--- config.mk ---
export PLATFORM = sky130hd
export DESIGN_NAME = fswsq_top
export DESIGN_NICKNAME = d
export VERILOG_FILES = /design/src/hw/fswsq_pkg.sv /design/src/hw/fswsq_top.sv /design/src/hw/fswsq_timer.sv
export SDC_FILE = /design/constraint.sdc
export NUM_CORES = 1
export LEC_CHECK = 0
export BUFFER_PORTS_ARGS = -buffer_cell sky130_fd_sc_hd__buf_2
export CAP_MARGIN = 20
export CORE_MARGIN = 2
export CORE_UTILIZATION = 60
export CTS_BUF_LIST = sky130_fd_sc_hd__clkbuf_16
export CTS_CLUSTER_DIAMETER = 80
export DETAILED_ROUTE_END_ITERATION = 10
export GPL_TIMING_DRIVEN = 1
export PLACE_DENSITY = 0.8
export SLEW_MARGIN = 40
export SYNTH_ARGS = -nofsm -noshare
export SYNTH_HDL_FRONTEND = slang
export SYNTH_SLANG_ARGS = --single-unit
--- constraint.sdc ---
create_clock -name i_clk -period 12.4 [get_ports i_clk]
set_clock_uncertainty 0.2 [all_clocks]
set_input_delay 1.86 -clock i_clk [delete_from_list [all_inputs] [get_ports i_clk]]
set_output_delay 1.86 -clock i_clk [all_outputs]
set_load 0.005 [all_outputs]
--- src/hw/fswsq_pkg.sv ---
// Constants, register map and state types of the flash self-write sequencer.
// Assumes a 25 MHz system clock and a 3-bit byte register port.
package fswsq_pkg;

  // ****************************************************************
  // Register map
  // ****************************************************************
  localparam logic [2:0] REG_CONTROL   = 3'h0;
  localparam logic [2:0] REG_UNLOCK    = 3'h1;
  localparam logic [2:0] REG_ADDR_LOW  = 3'h2;
  localparam logic [2:0] REG_ADDR_HIGH = 3'h3;
  localparam logic [2:0] REG_DATA_LOW  = 3'h4;
  localparam logic [2:0] REG_DATA_HIGH = 3'h5;

  // ****************************************************************
  // Fields and reset values
  // ****************************************************************
  localparam int         CTRL_WRITE_ENABLE_BIT_BIT  = 2;
  localparam int         CTRL_WR_BIT    = 1;
  localparam int         ADDR_W         = 10;
  localparam int         DATA_W         = 14;
  localparam int         ADDR_HIGH_W    = 2;
  localparam int         DATA_HIGH_W    = 6;
  localparam int         BLK_WORDS      = 4;
  localparam int         IDX_W          = 2;
  localparam logic [1:0] LAST_IN_BLOCK  = 2'h3;
  localparam logic [3:0] ROW_BASE_LOW   = 4'h0;
  localparam logic [7:0] RST_BYTE       = 8'h00;
  localparam logic [7:0] UNLOCK_FIRST   = 8'h55;
  localparam logic [7:0] UNLOCK_SECOND  = 8'haa;

  // ****************************************************************
  // Write protect segments
  // ****************************************************************
  localparam logic [1:0]        WRT_ALL     = 2'h0;
  localparam logic [1:0]        WRT_HALF    = 2'h1;
  localparam logic [1:0]        WRT_QUARTER = 2'h2;
  localparam logic [ADDR_W-1:0] HALF_END    = 10'h200;
  localparam logic [ADDR_W-1:0] QUARTER_END = 10'h100;

  // ****************************************************************
  // Timing
  // ****************************************************************
  localparam longint CLK_HZ    = 25000000;
  localparam longint ERASE_MS  = 4;
  localparam longint PWRT_MS   = 64;
  localparam int     ERASE_CYC = int'((ERASE_MS * CLK_HZ) / 1000);
  localparam int     PWRT_CYC  = int'((PWRT_MS * CLK_HZ) / 1000);
  localparam int     SETUP_CYC = 2;
  localparam int     CNT_W     = 21;

  // ****************************************************************
  // States
  // ****************************************************************
  typedef enum logic [3:0] {
    SEQ_IDLE  = 4'h1,
    SEQ_SETUP = 4'h2,
    SEQ_ERASE = 4'h4,
    SEQ_PROG  = 4'h8
  } fswsq_seq_t;

  typedef enum logic [2:0] {
    UNL_LOCKED = 3'h1,
    UNL_FIRST  = 3'h2,
    UNL_ARMED  = 3'h4
  } fswsq_unl_t;

endpackage : fswsq_pkg

--- src/hw/fswsq_top.sv ---
// Flash self-write sequencer: unlock, four-word buffer, row erase and program.
// Assumes a byte register port with read data one cycle after the read strobe.
//
// The placing of the registers and the address-and-strobe port were decided locally.
`timescale 1ns/1ps
// Operation
// - Never alter write-protected segments
// - Blocks are four aligned words
// - Commit erases row then programs buffer
// - Unlock 55h then AAh, then start
// - First three words only fill buffer
// - Last word triggers erase and program
// - Two setup cycles after start
// - Core stalls during erase, clocks run
// - Core resumes after programming completes
// - Write enable cleared, power-up timer blocks
// - Start needs write enable and unlock
// - Self-write data stays unscrambled
// - Serial port denied protected segments
// - Start bit only set, hardware clears
// - Write enable gates program and erase
// - Unlock register stores nothing, reads zero
// - Ten-bit address, fourteen-bit data words
module fswsq_top
  #(
  parameter int unsigned P_ERASE_CYC = fswsq_pkg::ERASE_CYC,
  parameter int unsigned P_PWRT_CYC  = fswsq_pkg::PWRT_CYC
) (
  input  wire logic                         i_clk,
  input  wire logic                         i_rstn,
  input  wire logic                         i_ce,
  input  wire logic [2:0]                   i_reg_addr,
  input  wire logic [7:0]                   i_reg_wdata,
  input  wire logic                         i_reg_wr,
  input  wire logic                         i_reg_rd,
  output logic      [7:0]                   o_reg_rdata,
  input  wire logic [1:0]                   i_wrt_cfg,
  input  wire logic [fswsq_pkg::ADDR_W-1:0] i_serial_addr,
  output logic                              o_serial_wr_allow,
  output logic                              o_core_stall,
  output logic                              o_busy,
  output logic                              o_fl_erase,
  output logic                              o_fl_prog,
  output logic      [fswsq_pkg::ADDR_W-1:0] o_fl_addr,
  output logic      [fswsq_pkg::DATA_W-1:0] o_fl_data
);
  import fswsq_pkg::*;

  // ****************************************************************
  // Reset release
  // ****************************************************************
  logic [1:0] rst_sync_ff;
  logic       rstn_s;

  always_ff @(posedge i_clk or negedge i_rstn) begin
    if (!i_rstn) begin
      rst_sync_ff <= 2'h0;
    end else begin
      rst_sync_ff <= {rst_sync_ff[0], 1'b1};
    end
  end

  assign rstn_s = rst_sync_ff[1];

  // ****************************************************************
  // Declarations
  // ****************************************************************
  logic [7:0]             addr_low_ff;
  logic [ADDR_HIGH_W-1:0] addr_high_ff;
  logic [7:0]             data_low_ff;
  logic [DATA_HIGH_W-1:0] data_high_ff;
  logic                   write_enable_bit_ff;
  logic                   wr_ff;
  fswsq_unl_t             unl_ff;
  fswsq_unl_t             nxt_unl;
  fswsq_seq_t             seq_ff;
  fswsq_seq_t             nxt_seq;
  logic [DATA_W-1:0]      buf_ff [BLK_WORDS];
  logic [IDX_W-1:0]       idx_ff;
  logic [IDX_W-1:0]       nxt_idx;
  logic [1:0]             setup_cnt_ff;
  logic [1:0]             nxt_setup_cnt;
  logic [7:0]             rdata_ff;
  logic [7:0]             nxt_rdata;
  logic                   fl_erase_ff;
  logic                   fl_prog_ff;
  logic [ADDR_W-1:0]      fl_addr_ff;
  logic [DATA_W-1:0]      fl_data_ff;
  logic [ADDR_W-1:0]      nxt_fl_addr;
  logic                   nxt_wr;

  logic              wr_ctrl;
  logic              wr_unlock;
  logic              wr_addr_low;
  logic              wr_addr_high;
  logic              wr_data_low;
  logic              wr_data_high;
  logic              start_try;
  logic              start_ok;
  logic              pwrt_busy;
  logic              erase_last;
  logic              erase_load;
  logic              setup_end;
  logic              prog_end;
  logic              done;
  logic              last_word;
  logic              blk_protected;
  logic              serial_protected;
  logic [ADDR_W-1:0] cur_addr;
  logic [DATA_W-1:0] cur_data;
  logic [7:0]        ctrl_view;
  logic [7:0]        rd_mux;

  // ****************************************************************
  // Register decode
  // ****************************************************************
  assign wr_ctrl      = i_reg_wr && (i_reg_addr == REG_CONTROL);
  assign wr_unlock    = i_reg_wr && (i_reg_addr == REG_UNLOCK);
  assign wr_addr_low  = i_reg_wr && (i_reg_addr == REG_ADDR_LOW);
  assign wr_addr_high = i_reg_wr && (i_reg_addr == REG_ADDR_HIGH);
  assign wr_data_low  = i_reg_wr && (i_reg_addr == REG_DATA_LOW);
  assign wr_data_high = i_reg_wr && (i_reg_addr == REG_DATA_HIGH);

  assign cur_addr = {addr_high_ff, addr_low_ff};
  assign cur_data = {data_high_ff, data_low_ff};

  // ****************************************************************
  // Write protection
  // ****************************************************************
  // Segments start at word zero, so one compare per setting
  assign blk_protected    = (i_wrt_cfg == WRT_ALL) ||
                            ((i_wrt_cfg == WRT_HALF) && (cur_addr < HALF_END)) ||
                            ((i_wrt_cfg == WRT_QUARTER) && (cur_addr < QUARTER_END));
  assign serial_protected = (i_wrt_cfg == WRT_ALL) ||
                            ((i_wrt_cfg == WRT_HALF) && (i_serial_addr < HALF_END)) ||
                            ((i_wrt_cfg == WRT_QUARTER) && (i_serial_addr < QUARTER_END));
  // Serial port writes are allowed only outside the protected segment
  assign o_serial_wr_allow = !serial_protected;

  // ****************************************************************
  // Start qualification
  // ****************************************************************
  assign start_try = wr_ctrl && i_reg_wdata[CTRL_WR_BIT] && (seq_ff == SEQ_IDLE);
  assign start_ok  = start_try && (unl_ff == UNL_ARMED) && write_enable_bit_ff && !pwrt_busy;
  assign last_word = (addr_low_ff[1:0] == LAST_IN_BLOCK);

  // ****************************************************************
  // Unlock sequence
  // ****************************************************************
  always_comb begin
    nxt_unl = unl_ff;
    if (wr_unlock) begin
      unique case (unl_ff)
        UNL_LOCKED: begin
          nxt_unl = (i_reg_wdata == UNLOCK_FIRST) ? UNL_FIRST : UNL_LOCKED;
        end
        UNL_FIRST: begin
          nxt_unl = (i_reg_wdata == UNLOCK_SECOND) ? UNL_ARMED : UNL_LOCKED;
        end
        UNL_ARMED: begin
          nxt_unl = UNL_LOCKED;
        end
        default: begin
          nxt_unl = UNL_LOCKED;
        end
      endcase
    end else if (start_try) begin
      // Each start written in idle spends the unlock, armed or not
      nxt_unl = UNL_LOCKED;
    end
  end

  // ****************************************************************
  // Sequencer
  // ****************************************************************
  assign setup_end  = (seq_ff == SEQ_SETUP) && (setup_cnt_ff == 2'(SETUP_CYC - 1));
  assign erase_load = setup_end && last_word && !blk_protected;
  assign prog_end   = (seq_ff == SEQ_PROG) && (idx_ff == IDX_W'(BLK_WORDS - 1));
  assign done       = (setup_end && !erase_load) || prog_end;

  always_comb begin
    nxt_seq       = seq_ff;
    nxt_idx       = idx_ff;
    nxt_setup_cnt = setup_cnt_ff;
    unique case (seq_ff)
      SEQ_IDLE: begin
        if (start_ok) begin
          nxt_seq       = SEQ_SETUP;
          nxt_setup_cnt = 2'h0;
        end
      end
      SEQ_SETUP: begin
        nxt_setup_cnt = setup_cnt_ff + 2'h1;
        if (erase_load) begin
          nxt_seq = SEQ_ERASE;
        end else if (setup_end) begin
          nxt_seq = SEQ_IDLE;
        end
      end
      SEQ_ERASE: begin
        if (erase_last) begin
          nxt_seq = SEQ_PROG;
          nxt_idx = '0;
        end
      end
      SEQ_PROG: begin
        nxt_idx = idx_ff + IDX_W'(1);
        if (prog_end) begin
          nxt_seq = SEQ_IDLE;
        end
      end
      default: begin
        nxt_seq = SEQ_IDLE;
      end
    endcase
  end

  // Start bit: software can only set it, completion clears it
  assign nxt_wr = start_ok ? 1'b1 : (done ? 1'b0 : wr_ff);

  // ****************************************************************
  // Flash array drive
  // ****************************************************************
  // Erase addresses the sixteen-word row, program walks the block
  assign nxt_fl_addr = (nxt_seq == SEQ_ERASE) ? {cur_addr[ADDR_W-1:4], ROW_BASE_LOW} :
                       (nxt_seq == SEQ_PROG) ? {cur_addr[ADDR_W-1:IDX_W], nxt_idx} :
                       fl_addr_ff;

  always_ff @(posedge i_clk or negedge rstn_s) begin
    if (!rstn_s) begin
      fl_erase_ff <= 1'b0;
      fl_prog_ff  <= 1'b0;
      fl_addr_ff  <= '0;
      fl_data_ff  <= '0;
    end else if (i_ce) begin
      fl_erase_ff <= (nxt_seq == SEQ_ERASE) && write_enable_bit_ff;
      fl_prog_ff  <= (nxt_seq == SEQ_PROG) && write_enable_bit_ff;
      fl_addr_ff  <= nxt_fl_addr;
      // Buffer words go out as written, no scrambling
      fl_data_ff  <= buf_ff[nxt_idx];
    end
  end

  assign o_fl_erase = fl_erase_ff;
  assign o_fl_prog  = fl_prog_ff;
  assign o_fl_addr  = fl_addr_ff;
  assign o_fl_data  = fl_data_ff;
  // Peripherals keep their clock; only instruction fetch is held
  assign o_core_stall = (seq_ff == SEQ_ERASE) || (seq_ff == SEQ_PROG);
  assign o_busy       = wr_ff;

  // ****************************************************************
  // Timers
  // ****************************************************************
  fswsq_timer #(
    .W       (CNT_W),
    .RST_VAL (P_PWRT_CYC)
  ) u_pwrt (
    .i_clk      (i_clk),
    .i_rstn     (rstn_s),
    .i_ce       (i_ce),
    .i_load     (1'b0),
    .i_load_val ('0),
    .o_busy     (pwrt_busy),
    .o_last     ()
  );

  fswsq_timer #(
    .W       (CNT_W),
    .RST_VAL (0)
  ) u_erase (
    .i_clk      (i_clk),
    .i_rstn     (rstn_s),
    .i_ce       (i_ce),
    .i_load     (erase_load),
    .i_load_val (CNT_W'(P_ERASE_CYC)),
    .o_busy     (),
    .o_last     (erase_last)
  );

  // ****************************************************************
  // Register file
  // ****************************************************************
  always_ff @(posedge i_clk or negedge rstn_s) begin
    if (!rstn_s) begin
      addr_low_ff  <= RST_BYTE;
      addr_high_ff <= '0;
      data_low_ff  <= RST_BYTE;
      data_high_ff <= '0;
      write_enable_bit_ff      <= 1'b0;
    end else if (i_ce) begin
      if (wr_addr_low) begin
        addr_low_ff <= i_reg_wdata;
      end
      if (wr_addr_high) begin
        addr_high_ff <= i_reg_wdata[ADDR_HIGH_W-1:0];
      end
      if (wr_data_low) begin
        data_low_ff <= i_reg_wdata;
      end
      if (wr_data_high) begin
        data_high_ff <= i_reg_wdata[DATA_HIGH_W-1:0];
      end
      if (wr_ctrl) begin
        write_enable_bit_ff <= i_reg_wdata[CTRL_WRITE_ENABLE_BIT_BIT];
      end
    end
  end

  always_ff @(posedge i_clk or negedge rstn_s) begin
    if (!rstn_s) begin
      wr_ff        <= 1'b0;
      unl_ff       <= UNL_LOCKED;
      seq_ff       <= SEQ_IDLE;
      idx_ff       <= '0;
      setup_cnt_ff <= 2'h0;
    end else if (i_ce) begin
      wr_ff        <= nxt_wr;
      unl_ff       <= nxt_unl;
      seq_ff       <= nxt_seq;
      idx_ff       <= nxt_idx;
      setup_cnt_ff <= nxt_setup_cnt;
    end
  end

  // Slot follows the low address bits, so ascending order fills 0..3
  always_ff @(posedge i_clk or negedge rstn_s) begin
    if (!rstn_s) begin
      for (int k = 0; k < BLK_WORDS; k++) begin
        buf_ff[k] <= '0;
      end
    end else if (i_ce && start_ok) begin
      buf_ff[addr_low_ff[IDX_W-1:0]] <= cur_data;
    end
  end

  // ****************************************************************
  // Read path
  // ****************************************************************
  assign ctrl_view = {5'h00, write_enable_bit_ff, wr_ff, 1'b0};

  // Unmapped offsets and the unlock register read as zero
  assign rd_mux = (i_reg_addr == REG_CONTROL)   ? ctrl_view :
                  (i_reg_addr == REG_ADDR_LOW)  ? addr_low_ff :
                  (i_reg_addr == REG_ADDR_HIGH) ? {6'h00, addr_high_ff} :
                  (i_reg_addr == REG_DATA_LOW)  ? data_low_ff :
                  (i_reg_addr == REG_DATA_HIGH) ? {2'h0, data_high_ff} :
                  RST_BYTE;

  assign nxt_rdata = i_reg_rd ? rd_mux : RST_BYTE;

  always_ff @(posedge i_clk or negedge rstn_s) begin
    if (!rstn_s) begin
      rdata_ff <= RST_BYTE;
    end else if (i_ce) begin
      rdata_ff <= nxt_rdata;
    end
  end

  assign o_reg_rdata = rdata_ff;

endmodule : fswsq_top

--- src/hw/fswsq_timer.sv ---
// Loadable down counter used for the power-up hold-off and the erase time.
// Assumes the caller gives a synchronised active-low reset.
`timescale 1ns/1ps
module fswsq_timer #(
  parameter int unsigned W       = 21,
  parameter int unsigned RST_VAL = 0
) (
  input  wire logic         i_clk,
  input  wire logic         i_rstn,
  input  wire logic         i_ce,
  input  wire logic         i_load,
  input  wire logic [W-1:0] i_load_val,
  output logic              o_busy,
  output logic              o_last
);

  logic [W-1:0] cnt_ff;
  logic [W-1:0] nxt_cnt;

  assign o_busy  = (cnt_ff != '0);
  assign o_last  = (cnt_ff == W'(1));
  assign nxt_cnt = i_load ? i_load_val : (o_busy ? cnt_ff - W'(1) : cnt_ff);

  always_ff @(posedge i_clk or negedge i_rstn) begin
    if (!i_rstn) begin
      cnt_ff <= W'(RST_VAL);
    end else if (i_ce) begin
      cnt_ff <= nxt_cnt;
    end
  end

endmodule : fswsq_timer

== After elaboration in Yosys (flattened, before gate mapping) ==
Cells that the tools add are included.
W data, S select, Z words.
Storage, ports and cells
  register bits: 171
  logic and storage cells: 145
  input bits: 28
  output and inout port bits: 37
Cells by class
  equality and inequality tests: 23
  bitwise operators: 2
  reductions and logical operators: 54
  magnitude comparators: 7
  add/subtract/negate cells: 4
  mux-type cells: 33
Operators with widths (count)
  $bwmux W56: 1
  $mux W14: 3
  $mux W21: 2
  $reduce_bool A21 Y1: 2
  $sub A21 B1 Y21 const B: 2
  $mux W8: 5
  $bmux W14 S2: 1
  $demux W14 S2: 1
  $logic_and A1 B1 Y1: 24
  $eq A21 B1 Y1 const B: 1
  $lt A10 B10 Y1 const B: 2
  $lt A10 B9 Y1 const B: 2
  $mux W10: 2
  $mux W4: 5
  $reduce_and A2 Y1: 10
  $pmux W4 S4: 1
  $reduce_bool A2 Y1: 5
  $eq A3 B2 Y1 const B: 3
  $eq A3 B3 Y1 const B: 3
  $mux W3: 3
  $eq A4 B3 Y1 const B: 2
  $eq A4 B4 Y1 const B: 2
  $eq A8 B7 Y1 const B: 1
  $eq A8 B8 Y1 const B: 1
  20 further kinds: 39

== Longest topological paths before layout ==
  word-level depth: 12
  gate-level depth with buffers: 8

== Hierarchy ==
Synthesis repeated with hierarchy kept, for this count alone.
Unflattened totals
  cells, all modules: 836
  area total of the unflattened synthesis: 9117.5 um2
By module, submodules not included
  fswsq_top: seq. area each 3230.6 um2, area each 5934.4 um2, cells an instance 462, times used 1
  fswsq_timer at u_pwrt: seq. area each 533.0 um2, area each 1595.3 um2, cells an instance 187, times used 1
  fswsq_timer at u_erase: seq. area each 525.5 um2, area each 1587.8 um2, cells an instance 187, times used 1

== Least setup slack after synthesis ==
No wires, ideal clock.
  path kind: in2out
  from: input i_wrt_cfg[0]
  to: output o_serial_wr_allow
  data arrival time: 2.091 ns
  buffers on the path: 0
  setup slack: 8.249 ns
  required time: 10.340 ns
  cell stages on the path: 2
  path through: nor3_1 > nor2_1
Between the ends
  cells in the longest elaborated chain, start to end: 5
  elaborated cells between the ends (all ways): 8
  those cells by class: eq/ne: 2; reduce/logical: 6
RTL lines
  from (decl): RTL line fswsq_top.sv:37  | input wire logic [1:0] i_wrt_cfg,
  $eq A2 B1 Y1: RTL line fswsq_top.sv:135  | ((i_wrt_cfg == WRT_HALF) && (i_serial_addr < HALF_END)) ||
  $logic_and A1 B1 Y1: RTL line fswsq_top.sv:135
  $logic_or A1 B1 Y1: RTL line fswsq_top.sv:134  | assign serial_protected = (i_wrt_cfg == WRT_ALL) ||
  $logic_or A1 B1 Y1 (*): RTL line fswsq_top.sv:135
  $logic_not A1 Y1 (*): RTL line fswsq_top.sv:138  | assign o_serial_wr_allow = !serial_protected;
  to (decl): RTL line fswsq_top.sv:39  | output logic o_serial_wr_allow,
Mark *: on every way between the ends. The rest lies on a longest branch, timed or not.

== Worst setup path in the final report ==
Ends and elaborated chain as after synthesis.

==> impl_results.md <==
* Starting density of the core at 0.6136
* Die width at 120.1 µm
* Initial DRC Count at 446
* Yosys top cell by area: dfrtp_1
* Worst endpoint required time at 10.34 ns
* Worst-Skew Late Latency at 0.42 ns
* Final setup violation count at 0
* Gr ovfl total at 0
* Post-CTS Hold Fix Bufs at 0
* Average routed wire per standard cell at 20.66 µm
* Syn_area_per_cell at 12.25 µm²
* Pwr/cell area at 172.5 mW/mm²
* M3 GR Usage at 0.05181
* Fmax at 226.7 MHz
* Site Rows at 42
* Most frequent cells in the layout: dfrtp_1 (162), mux2_2 (61), buf_2 (55)
* Placer congestion estimate at 0.8494
* CTS tree: yes
* Most common cell after layout, fill and taps aside: dfrtp_1
* Synth Register Bits at 171
* Worst setup SP type: primary input
* EDFF count, synth at 0
* Max_cap viols at 0
* Core ar. at 0.01319 mm²
* Peak supply drop at 0.1227 mV
* Vias at 5759
* Clock Pin Slew Worst Setup and Hold Paths at 0.06 ns
* CTS Buf Count at 17
* Met1 Use GR at 0.3675
* Core Util, Final at 0.6945
* Top Ports at 65
* GRT busiest layer: met2
* Final Max Tran Viols at 0
* Syn Nets at 696
* Outcome: finished, final reports clean
* Crit. End Element: primary output
* First-pass GRT wire length at 30.76 mm
* Worst-case clock buffer depth at 2
* Final hold violations at 0
* Post-route ant nets at 0
* DRT Pass-1 Iters at 5
* Antenna violations before repair at 1
* Ys flop type: dfrtp_1
* Post_cts resized at 0
* Dpl hpwl at 12.20 mm
* Pin count of the biggest net entering global routing at 88
* Period utilization at 0.3558
* Port bufs at 56
* Cell area after synthesis at 0.008094 mm²
* Setup Total Neg Slack at 0 ns
* Hold Path Class: flip-flop to asynchronous set/reset pin
* P&R area growth vs syn at 13.17%
* Asr flop ratio synth at 1.000
* Root Buffer: clkbuf_16
* All-Layer GR Usage at 0.2755
* WL final at 18.76 mm
* Synth area leaders: dfrtp_1 (50%), mux2_2 (8.5%), mux2_4 (5.6%)
* Vias per inst at 6.343
* Top-area cell type share of the netlist area at 0.5039
* Worst-Margin Slew at 0.8288 ns
* Total Nets Final at 753
* Vias in the first global route at 5953
* Htree depth at 4
* Register area share after synthesis at 0.5299
* Tmin final at 4.412 ns
* Max FO, Critical Path at 4
* DR DRC count at 0
* Leakage at 4.254 nW
* Clock Sinks at 171
* Cells after Synth at 661
* Post-CTS Setup Bufs at 0
* Slew headroom at 0.4465
* Unrepaired setup endpoints after global routing: no
* Synth unique cells at 64
* Die Footprint at 0.01443 mm²
* Met2 GRT Util at 0.4510
* Crit path DAT at 2.35 ns
* Die Y at 120.1 µm
* Share of layout cells above drive strength 1 at 0.2900
* Critical path type: primary input to primary output
* Yosys warnings at 0
[final cells by class]
cell class / instances / area [µm²]
clock inverter: 15 / 136.4
antenna: 1 / 2.502
tap: 176 / 220.2
clock buffer: 17 / 425.4
sequential: 171 / 4293
multi-input combinational: 446 / 3654
inverter: 18 / 67.56
timing repair buffer: 64 / 361.6
fill: 906 / 4030
[path summary, 6_finish.rpt]
check	depth (start not counted)	slack (ns)	endpoint	from
max in group asynchronous	1	10.76	o_fl_data[2]	rst_sync_ff[1]
worst min register to register	0	0.12	setup_cnt_ff[1]	rst_sync_ff[1]
worst max register to register	5	9.02	buf_ff[31]	u_pwrt.cnt_ff[12]
worst max-delay path	4	7.99	o_serial_wr_allow	i_wrt_cfg[0]
worst min-delay path	0	0.12	setup_cnt_ff[1]	rst_sync_ff[1]
min in group i_clk	0	0.17	rst_sync_ff[1]	rst_sync_ff[0]
[worst max-delay path: stages]
cell    delay, ns
buf_2        0.13
nor3_1       0.18
nor2_1       0.06
buf_2        0.12
[layer usage]
| metal | vias up | share of wire |
|---|---|---|
| met2 | 209 | 0.50 |
| li1 | 2567 | - |
| met1 | 2940 | 0.42 |
| met5 | - | 0 |
| met3 | 43 | 0.053 |
| met4 | 0 | 0.023 |
[kinds of logic (layout without fill, tap and decap cells)]
logic type,count (synthesis),in the layout,synth area share
muxes,122,122,0.1789
xor gates and xnor gates,26,26,0.02813
and+or+nand+nor,174,174,0.1251
buffers and inverters,44,114,0.02473
DFF,171,171,0.5299
AOI/OAI and AO/OA,116,116,0.1020
other,1,2,0.0004633
adders and majority gates,7,7,0.01082
[per-stage QoR]
step           total power [W]  hold slack, ns  worst slack (ns)  cell area (µm²)  cells
6_report              0.001580          0.1179             7.988             9160    908
5_1_grt               0.001656          0.1726             7.854             9160    908
4_1_cts               0.001578          0.1498             7.990             9139    907
3_5_place_dp          0.001073          0.1342             7.810             8577    875
3_3_place_gp          0.001046          0.1429             7.697             8533    874
2_1_floorplan        0.0009728          0.1312             7.096             8094    661
[state kept, by name (all words and copies together), names as in the netlist, 6 cells and up]
signal / count
addr_low_ff: 8
buf_ff: 56
data_high_ff: 6
data_low_ff: 8
o_fl_addr: 10
o_fl_data: 14
o_reg_rdata: 8
u_erase.cnt_ff: 21
u_pwrt.cnt_ff: 21
[where the power goes]
group	switching (W)	internal, W
logic	0.000180	0.000142
clock network	0.000212	0.000292
registers	0.000102	0.000651
[synthesized netlist by cell type (4+ instances only)]
master and number:
a21oi_1 24, a22oi_1 6, and3_1 4, buf_2 4, buf_6 4, clkbuf_1 17
dfrtp_1 163, dfstp_2 8, ha_1 7, inv_1 18, mux2_2 61, mux2_4 30
mux2i_1 31, nand2_1 42, nand3_1 11, nand3b_1 6, nor2_1 33, nor2b_1 5
nor3_1 9, nor4_1 10, nor4b_1 7, o211ai_1 8, o21a_1 5, o21ai_0 15
o221ai_1 14, o2bb2ai_1 8, o31ai_1 7, or2_2 4, or3_1 14, or4_1 7
xnor2_1 15, xor2_1 11
Power figures use the tool's default switching activity.
